### config.mk
export PLATFORM = sky130hd
export DESIGN_NAME = bpcm_manager
export DESIGN_NICKNAME = d
export VERILOG_FILES = /design/src/shared/bpcm_pkg.sv /design/src/hdl/bpcm_manager.sv
export SDC_FILE = /design/constraint.sdc
export NUM_CORES = 1
export LEC_CHECK = 0
export BUFFER_PORTS_ARGS = -buffer_cell sky130_fd_sc_hd__buf_2
export CAP_MARGIN = 20
export CELL_PAD_IN_SITES_DETAIL_PLACEMENT = 1
export CELL_PAD_IN_SITES_GLOBAL_PLACEMENT = 2
export CORE_MARGIN = 4
export CORE_UTILIZATION = 30
export CTS_CLUSTER_DIAMETER = 150
export DETAILED_ROUTE_END_ITERATION = 8
export MAX_ROUTING_LAYER = met4
export PLACE_DENSITY = 0.76
export SYNTH_ARGS = -nofsm -noshare
export SYNTH_HDL_FRONTEND = slang
export SYNTH_SLANG_ARGS = --single-unit
### constraint.sdc
create_clock -name sys_clk -period 6.6 [get_ports sys_clk]
set_input_delay 1.98 -clock sys_clk [delete_from_list [all_inputs] [get_ports sys_clk]]
set_output_delay 1.98 -clock sys_clk [all_outputs]
set_load 0.05 [all_outputs]
### src/shared/bpcm_pkg.sv
// Package of constants and types for the bridge power and clock manager
package bpcm_pkg;

   // ==========================================================
   // Register map (byte addresses)
   localparam logic [7:0] ADDR_SYS_CTRL    = 8'h00;
   localparam logic [7:0] ADDR_CARD_CTRL   = 8'h04;
   localparam logic [7:0] ADDR_SOCK_CTRL   = 8'h08;
   localparam logic [7:0] ADDR_STATUS      = 8'h0C;

   // ==========================================================
   // Field positions
   localparam int KEEP_PCI_CLOCK_BIT  = 1;
   localparam int RING_ROUTING_BIT    = 2;
   localparam int RING_MFUNC_SEL_BIT  = 3;
   localparam int MULTIFUNCTION_TERMINAL_6_CLKRUN_BIT   = 4;
   localparam int RING_OUT_EN_BIT     = 0;
   localparam int PME_EN_BIT          = 1;
   localparam int PME_STATUS_BIT      = 2;
   // Per socket byte in socket control register, socket s at 8*s
   localparam int SOCK_STRIDE         = 8;
   localparam int AUTO_POWER_DOWN_BIT = 0;
   localparam int STATUS_MASK_BIT     = 1;
   localparam int CARD_IS_CB_BIT      = 2;
   localparam int CARD_POWERED_BIT    = 3;
   localparam int RING_PATH_EN_BIT    = 7;
   localparam int CARD_OUT_DIS_BIT    = 6;

   localparam logic [31:0] SYS_CTRL_RESET  = 32'h0000_0010;
   localparam logic [31:0] CARD_CTRL_RESET = 32'h0000_0000;
   localparam logic [31:0] SOCK_CTRL_RESET = 32'h0000_0000;

   localparam logic [1:0] RESP_OKAY   = 2'b00;
   localparam logic [1:0] RESP_SLVERR = 2'b10;

   // ==========================================================
   // Timing
   localparam int CLK_PERIOD_PS     = 5000;
   localparam int CLKRUN_WINDOW_NS  = 20;
   localparam int CLKRUN_WINDOW_CYC = (CLKRUN_WINDOW_NS * 1000) / CLK_PERIOD_PS;
   localparam int IDLE_NS           = 1000;
   localparam int IDLE_CYC          = (IDLE_NS * 1000) / CLK_PERIOD_PS;

   // ==========================================================
   // Grouped signals: engine busy flags and per socket inputs
   typedef struct packed {
      logic res16_busy;
      logic cb_master_busy;
      logic posted_data;
      logic irq_pending;
   } bpcm_busy_type;

   typedef struct packed {
      logic card_irq;
      logic status_event;
      logic cardbus_wake_request;
      logic ring_in;
      logic card_req;
      logic activity;
   } bpcm_sock_type;

   typedef enum logic [1:0] {
      CR_RUN,
      CR_HOLD,
      CR_STOPPED
   } bpcm_crun_type;

endpackage

### src/hdl/bpcm_manager.sv
// Power and clock manager of a PCI to PC Card bridge
`timescale 1ns/1ps

// Function
// RULE_01: Keep clock bit blocks PCI clock stop
// RULE_02: Busy engines or posted data block stop
// RULE_03: Pending interrupt or running card clock blocks
// RULE_04: Card interrupts request PCI clock restart
// RULE_05: Wake, status or ring events request restart
// RULE_06: Card clock start or bus request restart
// RULE_07: Clock run only on terminal 6 when configured
// RULE_08: Idle socket card clock stopped via clock run
// RULE_09: Output disable tristates and resets card
// RULE_10: Auto power down disables outputs when idle
// RULE_11: Suspend masks PCI and global resets
// RULE_12: Suspend tristates outputs, gates clock after transaction
// RULE_13: Host arbiter never parks during suspend
// RULE_14: Power switch clock never from PCI clock
// RULE_15: Async outputs need no clock, serial does
// RULE_16: GPIO, terminals, ring stay active in suspend
// RULE_17: Powered 16-bit ring drives ring out
// RULE_18: CardBus status change drives ring out
// RULE_19: Ring and PME need their enable bits
// RULE_20: Select zero shares terminal, ring wins
// RULE_21: Software using both selects separate terminal
// RULE_22: Reassert clock run within window when blocked
module bpcm_manager #(
   parameter int NUM_SOCK = 2,
   parameter int IDLE_COUNT = bpcm_pkg::IDLE_CYC
) (
   // Clock and reset
   input  wire logic                           sys_clk,
   input  wire logic                           rst,
   // AXI4-Lite slave
   input  wire logic [7:0]                     s_axi_awaddr,
   input  wire logic                           s_axi_awvalid,
   output logic                                s_axi_awready,
   input  wire logic [31:0]                    s_axi_wdata,
   input  wire logic [3:0]                     s_axi_wstrb,
   input  wire logic                           s_axi_wvalid,
   output logic                                s_axi_wready,
   output logic [1:0]                          s_axi_bresp,
   output logic                                s_axi_bvalid,
   input  wire logic                           s_axi_bready,
   input  wire logic [7:0]                     s_axi_araddr,
   input  wire logic                           s_axi_arvalid,
   output logic                                s_axi_arready,
   output logic [31:0]                         s_axi_rdata,
   output logic [1:0]                          s_axi_rresp,
   output logic                                s_axi_rvalid,
   input  wire logic                           s_axi_rready,
   // PCI side
   input  wire logic                           pci_clk_in,
   input  wire logic                           pci_grant_n,
   input  wire logic                           pci_frame_n,
   input  wire logic                           pci_reset_in_n,
   input  wire logic                           global_reset_in_n,
   input  wire logic                           suspend_n,
   input  wire logic                           multifunction_terminal_6_in,
   output logic                                multifunction_terminal_6_out,
   output logic                                multifunction_terminal_6_oe,
   output logic                                pci_out_en,
   output logic                                pci_clk_gate,
   output logic                                pci_reset_int_n,
   output logic                                global_reset_int_n,
   output logic                                serial_irq_clk_need,
   // Internal engines
   input  wire bpcm_pkg::bpcm_busy_type        busy,
   // Sockets
   input  wire bpcm_pkg::bpcm_sock_type [1:0]  sock,
   input  wire logic [1:0]                     cclkrun_in,
   output logic [1:0]                          cclkrun_out,
   output logic [1:0]                          cclkrun_oe,
   output logic [1:0]                          card_clk_run,
   output logic [1:0]                          card_if_tristate,
   output logic [1:0]                          card_reset,
   // Wake outputs and power switch clock select
   output logic                                ring_pme_n,
   output logic                                multifunction_terminal_2_n,
   output logic                                multifunction_terminal_4_n,
   output logic                                power_switch_clk_sel
);
   import bpcm_pkg::*;

   // ==========================================================
   // Input synchronisers (three stages, change when 2 and 3 agree)
   localparam int NSYNC = 7;
   localparam int SYNC_LAG = 4;
   // Idle levels; host clock run idles low while the clock runs
   localparam logic [NSYNC-1:0] SYNC_IDLE = 7'h7E;
   logic rst_eff;
   logic [NSYNC-1:0] raw_in;
   logic [NSYNC-1:0] sy1, sy2, sy3, filt, next_filt;
   assign raw_in = {cclkrun_in, pci_clk_in, pci_grant_n, pci_frame_n,
                    suspend_n, multifunction_terminal_6_in};

   always_comb begin
      for (int i = 0; i < NSYNC; i++) begin
         next_filt[i] = (sy2[i] == sy3[i]) ? sy3[i] : filt[i];
      end
   end

   always_ff @(posedge sys_clk) begin
      if (rst_eff) begin
         sy1  <= SYNC_IDLE;
         sy2  <= SYNC_IDLE;
         sy3  <= SYNC_IDLE;
         filt <= SYNC_IDLE;
      end else begin
         sy1  <= raw_in;
         sy2  <= sy1;
         sy3  <= sy2;
         filt <= next_filt;
      end
   end

   logic       crun_s, susp_s, frame_s, grant_s, pclk_s;
   logic [1:0] cclkrun_s;
   assign crun_s    = filt[0];
   assign susp_s    = ~filt[1];
   assign frame_s   = ~filt[2];
   assign grant_s   = ~filt[3];
   assign pclk_s    = filt[4];
   assign cclkrun_s = filt[6:5];

   // ==========================================================
   // Registers
   logic [31:0] sys_ctrl, card_ctrl, sock_ctrl;
   logic [31:0] next_sys_ctrl, next_card_ctrl, next_sock_ctrl;
   logic        aw_held, w_held, next_aw_held, next_w_held;
   logic [7:0]  awaddr_q, next_awaddr_q;
   logic [31:0] wdata_q, next_wdata_q;
   logic [3:0]  wstrb_q, next_wstrb_q;
   logic        bvalid, next_bvalid, rvalid, next_rvalid;
   logic [1:0]  bresp, next_bresp, rresp, next_rresp;
   logic [31:0] rdata, next_rdata, status_word;

   function automatic logic [31:0] merge(input logic [31:0] old, input logic [31:0] d,
                                         input logic [3:0] be);
      logic [31:0] r;
      r = old;
      for (int b = 0; b < 4; b++) begin
         if (be[b]) r[b*8 +: 8] = d[b*8 +: 8];
      end
      return r;
   endfunction

   function automatic logic mapped(input logic [7:0] a);
      return a == ADDR_SYS_CTRL || a == ADDR_CARD_CTRL ||
             a == ADDR_SOCK_CTRL || a == ADDR_STATUS;
   endfunction

   assign s_axi_awready = ~aw_held & ~bvalid;
   assign s_axi_wready  = ~w_held & ~bvalid;
   assign s_axi_arready = ~rvalid;
   assign s_axi_bvalid  = bvalid;
   assign s_axi_bresp   = bresp;
   assign s_axi_rvalid  = rvalid;
   assign s_axi_rresp   = rresp;
   assign s_axi_rdata   = rdata;

   logic    pme_status, next_pme_status;

   always_comb begin
      logic       have_aw, have_w;
      logic [7:0] a;
      logic [31:0] d;
      logic [3:0] be;
      have_aw = 1'b0;
      have_w  = 1'b0;
      a  = awaddr_q;
      d  = wdata_q;
      be = wstrb_q;
      next_sys_ctrl  = sys_ctrl;
      next_card_ctrl = card_ctrl;
      next_sock_ctrl = sock_ctrl;
      next_aw_held   = aw_held;
      next_w_held    = w_held;
      next_awaddr_q  = awaddr_q;
      next_wdata_q   = wdata_q;
      next_wstrb_q   = wstrb_q;
      next_bvalid    = bvalid;
      next_bresp     = bresp;
      next_rvalid    = rvalid;
      next_rresp     = rresp;
      next_rdata     = rdata;
      if (s_axi_awvalid && s_axi_awready) begin
         a = s_axi_awaddr;
         next_awaddr_q = s_axi_awaddr;
         next_aw_held = 1'b1;
      end
      if (s_axi_wvalid && s_axi_wready) begin
         d = s_axi_wdata;
         be = s_axi_wstrb;
         next_wdata_q = s_axi_wdata;
         next_wstrb_q = s_axi_wstrb;
         next_w_held = 1'b1;
      end
      have_aw = next_aw_held;
      have_w  = next_w_held;
      if (have_aw && have_w && !bvalid) begin
         next_aw_held = 1'b0;
         next_w_held  = 1'b0;
         next_bvalid  = 1'b1;
         next_bresp   = mapped(a) ? RESP_OKAY : RESP_SLVERR;
         case (a)
            ADDR_SYS_CTRL:  next_sys_ctrl  = merge(sys_ctrl, d, be);
            ADDR_CARD_CTRL: next_card_ctrl = merge(card_ctrl, d, be);
            ADDR_SOCK_CTRL: next_sock_ctrl = merge(sock_ctrl, d, be);
            default: ;
         endcase
      end
      if (bvalid && s_axi_bready) next_bvalid = 1'b0;
      if (s_axi_arvalid && s_axi_arready) begin
         next_rvalid = 1'b1;
         next_rresp  = mapped(s_axi_araddr) ? RESP_OKAY : RESP_SLVERR;
         case (s_axi_araddr)
            ADDR_SYS_CTRL:  next_rdata = sys_ctrl;
            ADDR_CARD_CTRL: next_rdata = card_ctrl;
            ADDR_SOCK_CTRL: next_rdata = sock_ctrl;
            ADDR_STATUS:    next_rdata = status_word;
            default:        next_rdata = 32'h0000_0000;
         endcase
      end else if (rvalid && s_axi_rready) begin
         next_rvalid = 1'b0;
      end
   end

   // Suspend masks both resets so register contents survive
   assign rst_eff = rst & ~susp_s; // RULE_11

   always_ff @(posedge sys_clk) begin
      if (rst_eff) begin
         sys_ctrl  <= SYS_CTRL_RESET;
         card_ctrl <= CARD_CTRL_RESET;
         sock_ctrl <= SOCK_CTRL_RESET;
      end else begin
         sys_ctrl  <= next_sys_ctrl;
         card_ctrl <= next_card_ctrl;
         sock_ctrl <= next_sock_ctrl;
      end
   end

   always_ff @(posedge sys_clk) begin
      if (rst) begin
         aw_held  <= 1'b0;
         w_held   <= 1'b0;
         awaddr_q <= 8'h00;
         wdata_q  <= 32'h0000_0000;
         wstrb_q  <= 4'h0;
         bvalid   <= 1'b0;
         bresp    <= RESP_OKAY;
         rvalid   <= 1'b0;
         rresp    <= RESP_OKAY;
         rdata    <= 32'h0000_0000;
      end else begin
         aw_held  <= next_aw_held;
         w_held   <= next_w_held;
         awaddr_q <= next_awaddr_q;
         wdata_q  <= next_wdata_q;
         wstrb_q  <= next_wstrb_q;
         bvalid   <= next_bvalid;
         bresp    <= next_bresp;
         rvalid   <= next_rvalid;
         rresp    <= next_rresp;
         rdata    <= next_rdata;
      end
   end

   // ==========================================================
   // Card clock manager and 16-bit power down per socket
   logic [1:0] cclk_run, next_cclk_run, restart_ev, ring_ev, wake_ev, cb_sock;
   logic [15:0] idle_cnt [1:0];
   logic [15:0] next_idle_cnt [1:0];

   for (genvar s = 0; s < 2; s++) begin : g_sock
      logic apd, smask, is_cb, pwr, ring_path_enable, card_output_disable, idle, card_start;
      logic [SYNC_LAG-1:0] own_hist, next_own_hist;
      assign apd    = sock_ctrl[s*SOCK_STRIDE + AUTO_POWER_DOWN_BIT];
      assign smask  = sock_ctrl[s*SOCK_STRIDE + STATUS_MASK_BIT];
      assign is_cb  = sock_ctrl[s*SOCK_STRIDE + CARD_IS_CB_BIT];
      assign pwr    = sock_ctrl[s*SOCK_STRIDE + CARD_POWERED_BIT];
      assign card_output_disable    = sock_ctrl[s*SOCK_STRIDE + CARD_OUT_DIS_BIT];
      assign ring_path_enable = sock_ctrl[s*SOCK_STRIDE + RING_PATH_EN_BIT];
      assign idle   = idle_cnt[s] >= 16'(IDLE_COUNT);
      assign cb_sock[s] = is_cb;
      // Our own drive echoes back late; not a card start
      assign card_start = ~cclkrun_s[s] & ~(|own_hist);
      always_comb begin
         next_idle_cnt[s] = sock[s].activity ? 16'h0000 :
                            (idle ? idle_cnt[s] : idle_cnt[s] + 16'h0001);
         next_own_hist    = {own_hist[SYNC_LAG-2:0], cclkrun_oe[s]};
         next_cclk_run[s] = cclk_run[s];
         // Card start via clock run low or bus request restarts clock
         if (card_start || sock[s].card_req || sock[s].activity)
            next_cclk_run[s] = 1'b1; // RULE_06
         else if (idle && is_cb)
            next_cclk_run[s] = 1'b0; // RULE_08
      end
      always_ff @(posedge sys_clk) begin
         if (rst_eff) own_hist <= '0;
         else         own_hist <= next_own_hist;
      end
      // Output disable resets a 16-bit card; auto power down does not
      assign card_if_tristate[s] = card_output_disable | (apd & idle & ~is_cb); // RULE_09 RULE_10
      assign card_reset[s]       = card_output_disable & ~is_cb; // RULE_09
      // We signal clock stop to the card by our release of its clock run line
      assign cclkrun_out[s] = 1'b0;
      assign cclkrun_oe[s]  = cclk_run[s] & is_cb; // RULE_08
      assign ring_ev[s] = (sock[s].ring_in & ring_path_enable & pwr & ~is_cb) // RULE_17
                        | ((sock[s].cardbus_wake_request | sock[s].status_event)
                           & smask & is_cb); // RULE_18
      assign wake_ev[s] = sock[s].cardbus_wake_request | sock[s].status_event |
                          sock[s].ring_in;
      assign restart_ev[s] = sock[s].card_irq | wake_ev[s] | // RULE_04 RULE_05
                             sock[s].card_req | (is_cb & card_start); // RULE_06
   end

   always_ff @(posedge sys_clk) begin
      if (rst_eff) begin
         cclk_run <= 2'b11;
         idle_cnt[0] <= 16'h0000;
         idle_cnt[1] <= 16'h0000;
      end else begin
         cclk_run <= next_cclk_run;
         idle_cnt[0] <= next_idle_cnt[0];
         idle_cnt[1] <= next_idle_cnt[1];
      end
   end
   assign card_clk_run = cclk_run;

   // ==========================================================
   // PCI clock run on terminal 6
   logic block_stop;
   assign block_stop = sys_ctrl[KEEP_PCI_CLOCK_BIT] // RULE_01
                     | busy.res16_busy | busy.cb_master_busy | busy.posted_data // RULE_02
                     | busy.irq_pending | (|(cclk_run & cb_sock)); // RULE_03

   bpcm_crun_type state, next_state;
   logic [7:0] win_cnt, next_win_cnt;
   logic       crun_en;
   assign crun_en = sys_ctrl[MULTIFUNCTION_TERMINAL_6_CLKRUN_BIT]; // RULE_07

   // Only a short pulse is driven: the line is shared with the host
   always_comb begin
      next_state   = state;
      next_win_cnt = win_cnt;
      case (state)
         CR_RUN: begin
            if (crun_en && crun_s) begin
               if (block_stop) begin
                  next_state   = CR_HOLD;
                  next_win_cnt = 8'(CLKRUN_WINDOW_CYC);
               end else begin
                  next_state = CR_STOPPED;
               end
            end
         end
         CR_HOLD: begin
            if (win_cnt == 8'h01) next_state = CR_RUN;
            next_win_cnt = win_cnt - 8'h01;
         end
         CR_STOPPED: begin
            if (!crun_s) next_state = CR_RUN;
            else if (|restart_ev) begin
               next_state   = CR_HOLD;
               next_win_cnt = 8'(CLKRUN_WINDOW_CYC);
            end
         end
         default: next_state = CR_RUN;
      endcase
   end

   always_ff @(posedge sys_clk) begin
      if (rst_eff) begin
         state   <= CR_RUN;
         win_cnt <= 8'h00;
      end else begin
         state   <= next_state;
         win_cnt <= next_win_cnt;
      end
   end
   assign multifunction_terminal_6_out = 1'b0;
   assign multifunction_terminal_6_oe  = crun_en && state == CR_HOLD; // RULE_22 RULE_04 RULE_07

   // ==========================================================
   // Suspend gating; arbiter must not park on us meanwhile
   logic gated, next_gated;
   always_comb begin
      next_gated = gated;
      if (!susp_s) next_gated = 1'b0;
      else if (!(grant_s && frame_s)) next_gated = 1'b1; // RULE_12 RULE_13
   end
   always_ff @(posedge sys_clk) begin
      if (rst) gated <= 1'b0;
      else     gated <= next_gated;
   end
   assign pci_clk_gate       = gated; // RULE_12
   assign pci_out_en         = ~susp_s; // RULE_12
   assign pci_reset_int_n    = pci_reset_in_n | susp_s; // RULE_11
   assign global_reset_int_n = global_reset_in_n | susp_s; // RULE_11
   assign power_switch_clk_sel = 1'b1; // RULE_14
   assign serial_irq_clk_need  = |restart_ev; // RULE_15

   // ==========================================================
   // Ring and PME routing, live through suspend
   logic ring_on, pme_on, ring_act;
   assign ring_on  = card_ctrl[RING_OUT_EN_BIT] & (|ring_ev); // RULE_19 RULE_16
   assign pme_on   = card_ctrl[PME_EN_BIT] & pme_status; // RULE_19
   assign ring_act = ring_on;
   always_comb begin
      next_pme_status = pme_status | (|wake_ev);
      if (bvalid && awaddr_q == ADDR_CARD_CTRL && wdata_q[PME_STATUS_BIT] && !(|wake_ev))
         next_pme_status = 1'b0;
   end
   always_ff @(posedge sys_clk) begin
      if (rst_eff) pme_status <= 1'b0;
      else         pme_status <= next_pme_status;
   end
   // Shared terminal: ring enable hides PME entirely when select is 0
   always_comb begin
      ring_pme_n = 1'b1;
      multifunction_terminal_2_n = 1'b1;
      multifunction_terminal_4_n = 1'b1;
      if (!sys_ctrl[RING_ROUTING_BIT]) begin
         if (card_ctrl[RING_OUT_EN_BIT]) ring_pme_n = ~ring_act; // RULE_20
         else ring_pme_n = ~pme_on;
      end else begin
         ring_pme_n = ~pme_on; // RULE_21
         if (sys_ctrl[RING_MFUNC_SEL_BIT]) multifunction_terminal_4_n = ~ring_act;
         else multifunction_terminal_2_n = ~ring_act;
      end
   end
   assign status_word = {24'h000000, pme_status, gated, state == CR_STOPPED, 3'b000, cclk_run};

   // ==========================================================
   // Assertions
   a_keep_clk_blocks: assert property (@(posedge sys_clk) disable iff (rst) // RULE_01
      (state == CR_RUN && crun_en && crun_s && sys_ctrl[KEEP_PCI_CLOCK_BIT])
      |=> state == CR_HOLD) else $error("keep bit did not hold clock");
   a_busy_blocks: assert property (@(posedge sys_clk) disable iff (rst) // RULE_02
      (state == CR_RUN && crun_en && crun_s && busy.posted_data)
      |=> state != CR_STOPPED) else $error("stop while busy");
   a_irq_blocks: assert property (@(posedge sys_clk) disable iff (rst) // RULE_03
      (state == CR_RUN && crun_en && crun_s && busy.irq_pending)
      |=> multifunction_terminal_6_oe) else $error("stop while irq pending");
   a_restart_req: assert property (@(posedge sys_clk) disable iff (rst) // RULE_04
      (state == CR_STOPPED && crun_s && crun_en && |restart_ev) |=> multifunction_terminal_6_oe)
      else $error("no restart request");
   a_coe_reset: assert property (@(posedge sys_clk) disable iff (rst) // RULE_09
      card_reset[0] |-> card_if_tristate[0]) else $error("reset without tristate");
   a_suspend_tri: assert property (@(posedge sys_clk) disable iff (rst) // RULE_12
      susp_s |-> !pci_out_en) else $error("outputs on in suspend");
   a_gate_waits: assert property (@(posedge sys_clk) disable iff (rst) // RULE_12
      (susp_s && grant_s && frame_s && !gated) |=> !gated)
      else $error("gated during transaction");
   a_hold_window: assert property (@(posedge sys_clk) disable iff (rst) // RULE_22
      $rose(multifunction_terminal_6_oe) |-> multifunction_terminal_6_oe [*2]) else $error("short clock run pulse");
endmodule // bpcm_manager

==> flow_metrics.env, run 1 <==
export IMPL_cts_resized=0
export IMPL_routed_via_density=4.902
export IMPL_coreArea_sq_um=34880
export IMPL_worst_slew_pin_slew_ps=1042
export IMPL_ys_ff_latch=256
export IMPL_die_area_sq_um=38780
export IMPL_wl_um=30100
export IMPL_fin_crit_ps=5342
export IMPL_cts_tree="done"
export IMPL_areaGrowthSynthToFinish_pct=19.55
export IMPL_num_rows=68
export IMPL_avgSynthCellArea_sq_um=9.971
export IMPL_synthAdderAreaFrac_pct=0.7010
export IMPL_fmax_ghz=0.1872
export IMPL_synth_edf_count=0
export IMPL_drt_first_pass_iters=4
export IMPL_yosysWarnings=0
export IMPL_leakage_nw=4.974
export IMPL_postRouteAntennaNets=0
export IMPL_dr_wl_met2_um=14770
export IMPL_hold_violations=0
export IMPL_yosys_area_share_simple_pct=19.18
export IMPL_nNetsFinal=1278
export IMPL_drc=0
export IMPL_fp_dieW_um=196.9
export IMPL_grt_max_degree=93
export IMPL_clk_pin_slew_ps=60
export IMPL_period_share_pct=80.94
export IMPL_initial_utilization_pct=30.70
export IMPL_grt_pass1_vias=8643
export IMPL_cts_path_max_buffers=3
export IMPL_crit_path_end_kind="primary output"
export IMPL_portBuffers=138
export IMPL_top_level_ports=146
export IMPL_die_height_um=196.9
export IMPL_run_status="completed"
export IMPL_syn_inst=1074
export IMPL_seq_area_frac_synth_pct=47.86
export IMPL_cts_buffers=29
export IMPL_drive_above_1_share_pct=22.07
export IMPL_h_tree_depth=1
export IMPL_setup_slack_ps=1258
export IMPL_required_ps=4620
export IMPL_yosys_most_used_dff="dfxtp_1"
export IMPL_cts_root_buf="clkbuf_16"
export IMPL_synth_area_top_cells="dfxtp_1, mux2i_1, nand2_1, nor2_1, a22oi_1"
export IMPL_skew_ps=17.53
export IMPL_async_reset_ff_share_pct=0
export IMPL_cts_setup_buffers=0
export IMPL_dp_slack_ps=1269
export IMPL_vias=8161
export IMPL_synth_mux_area_share_pct=16.63
export IMPL_p_per_area_nw_per_um2=283.1
export IMPL_wl_per_cell_um=18.08
export IMPL_finalMaxSlewViolations=0
export IMPL_fin_tns_setup_ps=0
export IMPL_p_total_mw=3.624
export IMPL_slew_headroom_pct=30.55
export IMPL_gp_congestion=0.7535
export IMPL_worst_ep_arrival_time_ps=3360
export IMPL_route_met3_wl_um=1094
export IMPL_grt_pass1_wl_um=47890
export IMPL_first_iter_violations=263
export IMPL_crit_type="input pin to primary output"
export IMPL_finalSetupViolCount=0
export IMPL_rsz0062_at_grt="no"
export IMPL_yosys_area_top_type="dfxtp_1"
export IMPL_synthXorXnorAreaFrac_pct=0.5725
export IMPL_postCtsHoldBufs=0
export IMPL_maxUsedRoutingLayer="met4"
export IMPL_start_kind="input pin"
export IMPL_gr_usage_all_layers_pct=15.70
export IMPL_crit_fanout=3
export IMPL_timing_hold_worst_class="flop to flop"
export IMPL_antenna_cells=0
export IMPL_irDropWorstVdd_uv=195.9
export IMPL_grt_ovfl_total=0
export IMPL_synth_area_sq_um=10710
export IMPL_maxCapViolCount=0
export IMPL_cts_sinks=256
export IMPL_synth_top_family_by_area="simple AND/OR/NAND/NOR gates"
export IMPL_clock_latency_ps=560
export IMPL_dp_hpwl_um=20580
export IMPL_synth_compound_area_share_pct=11.36
export IMPL_synth_cell_types=63
export IMPL_synth_top_area_share_pct=47.86
export IMPL_antenna_found_initial=0
export IMPL_wl_met1_um=13730
-- logic make-up (layout without fill, tap and decap cells) --
kind of cell    Yosys count  after routing
compound gates          145            145
fa+ha+maj                 6              6
flops                   256            256
mux                     171            171
buf+inv                  86            218
other cells               2              6
xor+xnor                  7              7
simple gates            401            401
-- per-stage QoR --
stage | hold WS [ps] | cells | utilization, % | instance area [sq um]
after floorplan | 386.3 | 1078 | - | 10720
after global placement | 389.8 | 1612 | 33.71 | 11760
after detailed placement | 394.8 | 1612 | 33.71 | 11760
final | 407.1 | 1665 | 36.70 | 12800
after CTS | 408.1 | 1665 | 36.70 | 12800
after global routing | 434.2 | 1665 | 36.70 | 12800
-- worst max-delay path: stages --
cell and delay (ps):
buf_2 100, or4_1 600, nor4_4 310, nand3_1 130
buf_2 230
-- cell type report --
class | instances | area [sq um]
fill | 3979 | 22080
multi-input combinational | 736 | 5236
sequential | 256 | 5125
clock buffer | 44 | 892.1
timing repair buffer | 147 | 760.7
tap | 455 | 569.3
clock inverter | 9 | 151.4
inverter | 18 | 67.56
-- registers in the layout, indices dropped and copies added (netlist names), 2 cells and up --
signal and count:
card_ctrl 32, idle_cnt 32, s_axi_rdata 32, sock_ctrl 32
sys_ctrl 32, wdata_q 32, awaddr_q 8, g_sock.own_hist 8
win_cnt 8, filt 6, sy1 6, sy2 6
sy3 6, wstrb_q 4, card_clk_run 2, state 2
-- Yosys cell counts (3+ instances only) --
library cell / n
buf_4: 11
nand3_1: 13
nor2_1: 101
mux2i_1: 161
or3_1: 3
and3_1: 5
xor2_1: 4
or2_2: 31
xnor2_1: 3
nor4_1: 9
o211ai_4: 4
buf_2: 8
nand4_1: 10
or4_1: 7
nand2b_1: 23
a211oi_4: 8
mux2_2: 5
o32ai_1: 3
nand2_1: 128
ha_1: 6
o31ai_1: 5
nor4_4: 3
nor3_1: 15
a22oi_1: 32
a21oi_1: 29
mux4_2: 5
o21a_1: 4
o21ai_0: 8
and2_1: 26
a31oi_1: 4
nor2b_1: 9
dfxtp_1: 256
clkbuf_1: 46
and4_1: 3
o2bb2ai_1: 27
inv_1: 18
-- cells in the final DEF (no fill, tap or decap), types with 5 or more instances in the layout --
| cell type | instances |
|---|---|
| a211oi_4 | 8 |
| a21oi_1 | 29 |
| a22oi_1 | 32 |
| and2_1 | 26 |
| and3_1 | 5 |
| buf_2 | 137 |
| buf_4 | 10 |
| clkbuf_16 | 29 |
| clkbuf_8 | 11 |
| conb_1 | 6 |
| dfxtp_1 | 256 |
| ha_1 | 6 |
| inv_1 | 18 |
| mux2_2 | 5 |
| mux2i_1 | 161 |
| mux4_2 | 5 |
| nand2_1 | 127 |
| nand2b_1 | 22 |
| nand3_1 | 13 |
| nand4_1 | 10 |
| nor2_1 | 101 |
| nor2b_1 | 8 |
| nor3_1 | 15 |
| nor4_1 | 9 |
| o21ai_0 | 8 |
| o2bb2ai_1 | 27 |
| o31ai_1 | 5 |
| or2_2 | 31 |
| or4_1 | 7 |
-- final timing paths --
check                                                from                         to  slack [ps]  cells after the start
worst max-delay path                              sock[4]        serial_irq_clk_need        1260                      5
worst min-delay path                    sy1[2]$_SDFF_PP1_          sy2[2]$_SDFF_PP1_         410                      1
worst max register to register  s_axi_bvalid$_SDFFE_PP0N_  sock_ctrl[1]$_SDFFE_PP0P_        3840                      5
worst min register to register          sy1[2]$_SDFF_PP1_          sy2[2]$_SDFF_PP1_         410                      1
-- where the power goes --
part	leakage, nW	switching, mW	internal [mW]	total (mW)
sequential	2.07	0.0201	1.58	1.60
clock	0.514	0.644	1.08	1.73
combinational	2.38	0.198	0.100	0.298
total	4.97	0.862	2.76	3.62
-- layer usage --
metal	vias up	track usage, %
li1	3980	-
met3	38	2.137
met1	3999	20.07
met4	0	2.953
met2	144	26.88
met5	-	-
(Power assumes the default switching activity.)
==> run 2: changes to the inputs <==
==> constraint.sdc (replaced) <==
create_clock -name sys_clk -period 5.3 [get_ports sys_clk]
set_input_delay 1.59 -clock sys_clk [delete_from_list [all_inputs] [get_ports sys_clk]]
set_output_delay 1.59 -clock sys_clk [all_outputs]
set_load 0.05 [all_outputs]
==> run 2 against run 1 <==
Against the previous run: critical path type unchanged; combinational power up 25%; global-route usage about the same; die area unchanged; critical path depth unchanged; cell area down 0.39%; highest routed layer unchanged.
==> flow_metrics.env, run 2 (synthesis results as in run 1) <==
export IMPL_run_status="completed"
export IMPL_timing_hold_worst_class="flop to flop"
export IMPL_cts_resized=0
export IMPL_antenna_found_initial=1
export IMPL_dp_hpwl_um=20890
export IMPL_crit_type="input pin to primary output"
export IMPL_cts_tree="done"
export IMPL_grtUsageMet2_pct=27.34
export IMPL_gr_usage_all_layers_pct=15.65
export IMPL_wl_per_cell_um=18.10
export IMPL_placed_area_sq_um=11770
export IMPL_grt_pass1_wl_um=47760
export IMPL_areaGrowthSynthToFinish_pct=19.08
export IMPL_first_iter_violations=270
export IMPL_top_level_ports=146
export IMPL_fp_dieW_um=196.9
export IMPL_gp_congestion=0.7536
export IMPL_die_height_um=196.9
export IMPL_crit_path_end_kind="primary output"
export IMPL_grt_max_degree=86
export IMPL_rsz0062_at_grt="no"
export IMPL_start_kind="input pin"
export IMPL_clock_latency_ps=530
export IMPL_clk_pin_slew_ps=60
export IMPL_worst_ep_arrival_time_ps=2970
export IMPL_wl_um=30150
export IMPL_period_share_pct=86.05
export IMPL_coreArea_sq_um=34880
export IMPL_leakage_nw=4.945
export IMPL_drive_above_1_share_pct=21.90
export IMPL_layout_common_cells="dfxtp_1, mux2i_1, buf_2, nand2_1, nor2_1"
export IMPL_die_area_sq_um=38780
export IMPL_hold_violations=0
export IMPL_routed_via_density=4.882
export IMPL_grt_met1_usage_pct=19.75
export IMPL_fin_crit_ps=4561
export IMPL_cts_path_max_buffers=3
export IMPL_grt_busiest_layer="met2"
export IMPL_grt_ovfl_total=0
export IMPL_hold_ws_ps=406.8
export IMPL_use_met3_pct=2.137
export IMPL_drc=0
export IMPL_final_area_sq_um=12750
export IMPL_portBuffers=138
export IMPL_postCtsHoldBufs=0
export IMPL_cts_setup_buffers=0
export IMPL_crit_fanout=3
export IMPL_initial_utilization_pct=30.70
export IMPL_slew_headroom_pct=30.75
export IMPL_place_inst=1613
export IMPL_fmax_ghz=0.2193
export IMPL_finalMaxSlewViolations=0
export IMPL_irDropWorstVdd_uv=221.7
export IMPL_worst_slew_pin_slew_ps=1039
export IMPL_p_per_area_nw_per_um2=345.9
export IMPL_maxCapViolCount=0
export IMPL_postRouteAntennaNets=0
export IMPL_cts_root_buf="clkbuf_16"
export IMPL_num_rows=68
export IMPL_final_common_cell="dfxtp_1"
export IMPL_required_ps=3710
export IMPL_vias=8133
export IMPL_cts_buffers=28
export IMPL_instances_no_fill=1666
export IMPL_grt_pass1_vias=8612
export IMPL_cts_sinks=256
export IMPL_finalSetupViolCount=0
export IMPL_r2r_setup_slack_ps=2730
export IMPL_skew_ps=12.49
export IMPL_h_tree_depth=1
export IMPL_fin_tns_setup_ps=0
export IMPL_nNetsFinal=1278
export IMPL_drt_first_pass_iters=4
## run 2: stage by stage
step	setup slack, ps	util (%)	power (mW)
finish	739.1	36.56	4.411
global placement	737.0	33.73	2.405
CTS	745.3	36.55	4.484
floorplan	811.5	-	2.301
global route	664.8	36.56	4.607
detailed placement	750.4	33.73	2.414
## run 2: critical path, cell delays in order
cell     delay, ps
buf_2          100
or4_1          590
nor4_4         310
nand3_1        140
buf_2          230
## run 2: path summary, 6_finish.rpt
path                                                 from                         to  cells past startpoint
worst min register to register          sy1[1]$_SDFF_PP1_          sy2[1]$_SDFF_PP1_                      1
worst min-delay path                    sy1[1]$_SDFF_PP1_          sy2[1]$_SDFF_PP1_                      1
worst max-delay path                              sock[4]        serial_irq_clk_need                      5
worst max register to register  s_axi_bvalid$_SDFFE_PP0N_  sys_ctrl[21]$_SDFFE_PP0P_                      4
## run 2: layout make-up
class                           count  area [sq um]
Clock inverter                      9         125.1
Clock buffer                       43         858.3
Antenna cell                        1         2.502
Multi-Input combinational cell    736          5236
Sequential cell                   256          5125
Timing Repair Buffer              148         768.2
Inverter                           18         67.56
Tap cell                          455         569.3
Fill cell                        4009         22130
## run 2: metal layers
layer  routed length (um)  part of all wire (%)  vias up
met4                  450                   1.5        0
met2                14820                    49      139
li1                     -                     -     3989
met3                 1241                   4.1       34
met5                    0                     0        -
met1                13640                    45     3971
## run 2: report_power, final
part | internal [mW] | leakage (nW) | switching (mW)
Combinational | 0.125 | 2.39 | 0.248
Sequential | 1.97 | 2.07 | 0.0250
Clock | 1.26 | 0.480 | 0.790
==> run 3: changes to the inputs <==
--- a/config.mk
+++ b/config.mk
@@ -13,6 +13,7 @@
 export CORE_UTILIZATION = 30
 export CTS_CLUSTER_DIAMETER = 150
 export DETAILED_ROUTE_END_ITERATION = 8
+export GPL_TIMING_DRIVEN = 0
 export MAX_ROUTING_LAYER = met4
 export PLACE_DENSITY = 0.76
 export SYNTH_ARGS = -nofsm -noshare
==> constraint.sdc (replaced) <==
create_clock -name sys_clk -period 5.3 [get_ports sys_clk]
set_input_delay 1.59 -clock sys_clk [delete_from_list [all_inputs] [get_ports sys_clk]]
set_output_delay 1.59 -clock sys_clk [all_outputs]
set_load 0.1 [all_outputs]
==> run 3 against run 2 <==
Against the previous run: clock power rose by 8%; count of clock-buffer cells in the layout fell by 5; sequential cell count stayed put; sequential power hardly changed; total power up 5.3%; register-to-register slack worse by 40 ps; worst hold slack barely moved; fmax decreased by 2.9%; largest cell class unchanged.
==> flow_metrics.env, run 3 (synthesis results as in run 1) <==
export IMPL_run_status="completed"
export IMPL_period_share_pct=88.63
export IMPL_irDropWorstVdd_uv=298.3
export IMPL_skew_ps=18.48
export IMPL_wl_met1_um=15120
export IMPL_grt_max_degree=15
export IMPL_clk_pin_slew_ps=60
export IMPL_r2r_start="filt[1]$_SDFFE_PP1N_"
export IMPL_drt_first_pass_iters=4
export IMPL_wl_um=32900
export IMPL_layout_common_cells="dfxtp_1, mux2i_1, buf_2, nand2_1, nor2_1"
export IMPL_fin_tns_setup_ps=0
export IMPL_first_iter_violations=400
export IMPL_drc=0
export IMPL_finalSetupViolCount=0
export IMPL_maxCapViolCount=0
export IMPL_clock_latency_ps=560
export IMPL_slew_headroom_pct=35.63
export IMPL_cts_buffers=29
export IMPL_hold_violations=0
export IMPL_leakage_nw=5.077
export IMPL_timing_hold_worst_class="flop to flop"
export IMPL_dr_wl_met2_um=15800
export IMPL_areaGrowthSynthToFinish_pct=21.64
export IMPL_cts_setup_buffers=0
export IMPL_route_met3_wl_um=1424
export IMPL_r2r_setup_slack_ps=2690
export IMPL_crit_top_cell="buf_2"
export IMPL_drive_above_1_share_pct=21.64
export IMPL_worst_ep_arrival_time_ps=3110
export IMPL_worst_slew_pin_slew_ps=958.1
export IMPL_crit_path_end_kind="primary output"
export IMPL_die_area_sq_um=38780
export IMPL_wl_per_cell_um=19.11
export IMPL_cp_num_buf_inv=2
export IMPL_routed_via_density=4.880
export IMPL_grt_pass1_vias=8717
export IMPL_initial_utilization_pct=30.70
export IMPL_gr_usage_all_layers_pct=16.97
export IMPL_slowest_stage="or4_1"
export IMPL_dp_hpwl_um=24400
export IMPL_finalMaxSlewViolations=0
export IMPL_reg2regPathDepth=6
export IMPL_rsz0062_at_grt="no"
export IMPL_grt_pass1_wl_um=50790
export IMPL_fmax_ghz=0.2129
export IMPL_cts_root_buf="clkbuf_16"
export IMPL_postRouteAntennaNets=0
export IMPL_utilization_pct=37.34
export IMPL_maxUsedRoutingLayer="met4"
export IMPL_vias=8404
export IMPL_cts_path_max_buffers=3
export IMPL_postCtsHoldBufs=0
export IMPL_hold_depth=1
export IMPL_antenna_found_initial=1
export IMPL_top_level_ports=146
export IMPL_required_ps=3710
export IMPL_hold_end="sy2[6]$_SDFF_PP1_"
export IMPL_die_height_um=196.9
export IMPL_start_kind="input pin"
export IMPL_coreArea_sq_um=34880
export IMPL_critPathTopFamily="simple AND/OR/NAND/NOR gates"
export IMPL_path_cells="buf_2, or4_1, nor4_4, nand3_1, buf_2"
export IMPL_grt_ovfl_total=0
export IMPL_gp_congestion=0.7808
export IMPL_portBuffers=135
export IMPL_num_rows=68
export IMPL_fp_dieW_um=196.9
export IMPL_h_tree_depth=1
export IMPL_nNetsFinal=1334
export IMPL_min_from="sy1[6]$_SDFF_PP1_"
export IMPL_max_stage_delay_ps=600
export IMPL_cts_tree="done"
export IMPL_crit_type="input pin to primary output"
export IMPL_worstReg2RegEnd="idle_cnt[0][28]$_SDFFE_PP0P_"
export IMPL_final_common_cell="dfxtp_1"
export IMPL_fin_crit_ps=4698
export IMPL_cts_sinks=256
export IMPL_cts_resized=0
export IMPL_p_per_area_nw_per_um2=356.5
export IMPL_crit_fanout=3
export IMPL_p_total_mw=4.644
[run 3: area by class of cell]
cell class,instances,area (sq um)
multi-input combinational,736,5210
clock inverter,15,235.2
sequential,256,5125
clock buffer,38,819.5
tap,455,569.3
timing repair buffer,135,675.6
fill,4000,21860
inverter,18,67.56
buffer,68,321.6
antenna,1,2.502
[run 3: worst max-delay path by stage]
| stage | start | depth (start not counted) | slack [ps] | end |
|---|---|---|---|---|
| 3_5_place_dp | sock[4] | 5 | 610 | serial_irq_clk_need |
| 3_3_place_gp | sock[4] | 5 | 610 | serial_irq_clk_need |
| 4_1_cts | sock[4] | 5 | 600 | serial_irq_clk_need |
| 2_1_floorplan | sock[4] | 3 | 250 | ring_pme_n |
| 6_report | sock[4] | 5 | 600 | serial_irq_clk_need |
| 5_1_grt | sock[4] | 5 | 510 | serial_irq_clk_need |
[run 3: power breakdown]
part           total, mW  internal, mW  switching [mW]  leakage, nW
logic              0.441         0.137           0.305         2.48
registers           1.99          1.97          0.0220         2.07
clock network       2.21          1.38           0.837        0.521
[run 3: layer usage]
| metal | GRT usage [%] | vias up |
|---|---|---|
| li1 | - | 4101 |
| met1 | 22.15 | 4115 |
| met2 | 28.50 | 154 |
| met3 | 2.325 | 34 |
| met4 | 3.159 | 0 |
| met5 | - | - |
[run 3: through the flow]
step                      cells  cell area [sq um]  setup slack [ps]  hold WS (ps)
final                      1722              13030             602.4         407.0
after global routing       1721              13020             510.1         426.1
after CTS                  1721              13020             595.8         408.8
after detailed placement   1668              11970             611.3         394.8
after global placement     1668              11970             614.9         390.2
after floorplan            1078              10720             245.7         386.3
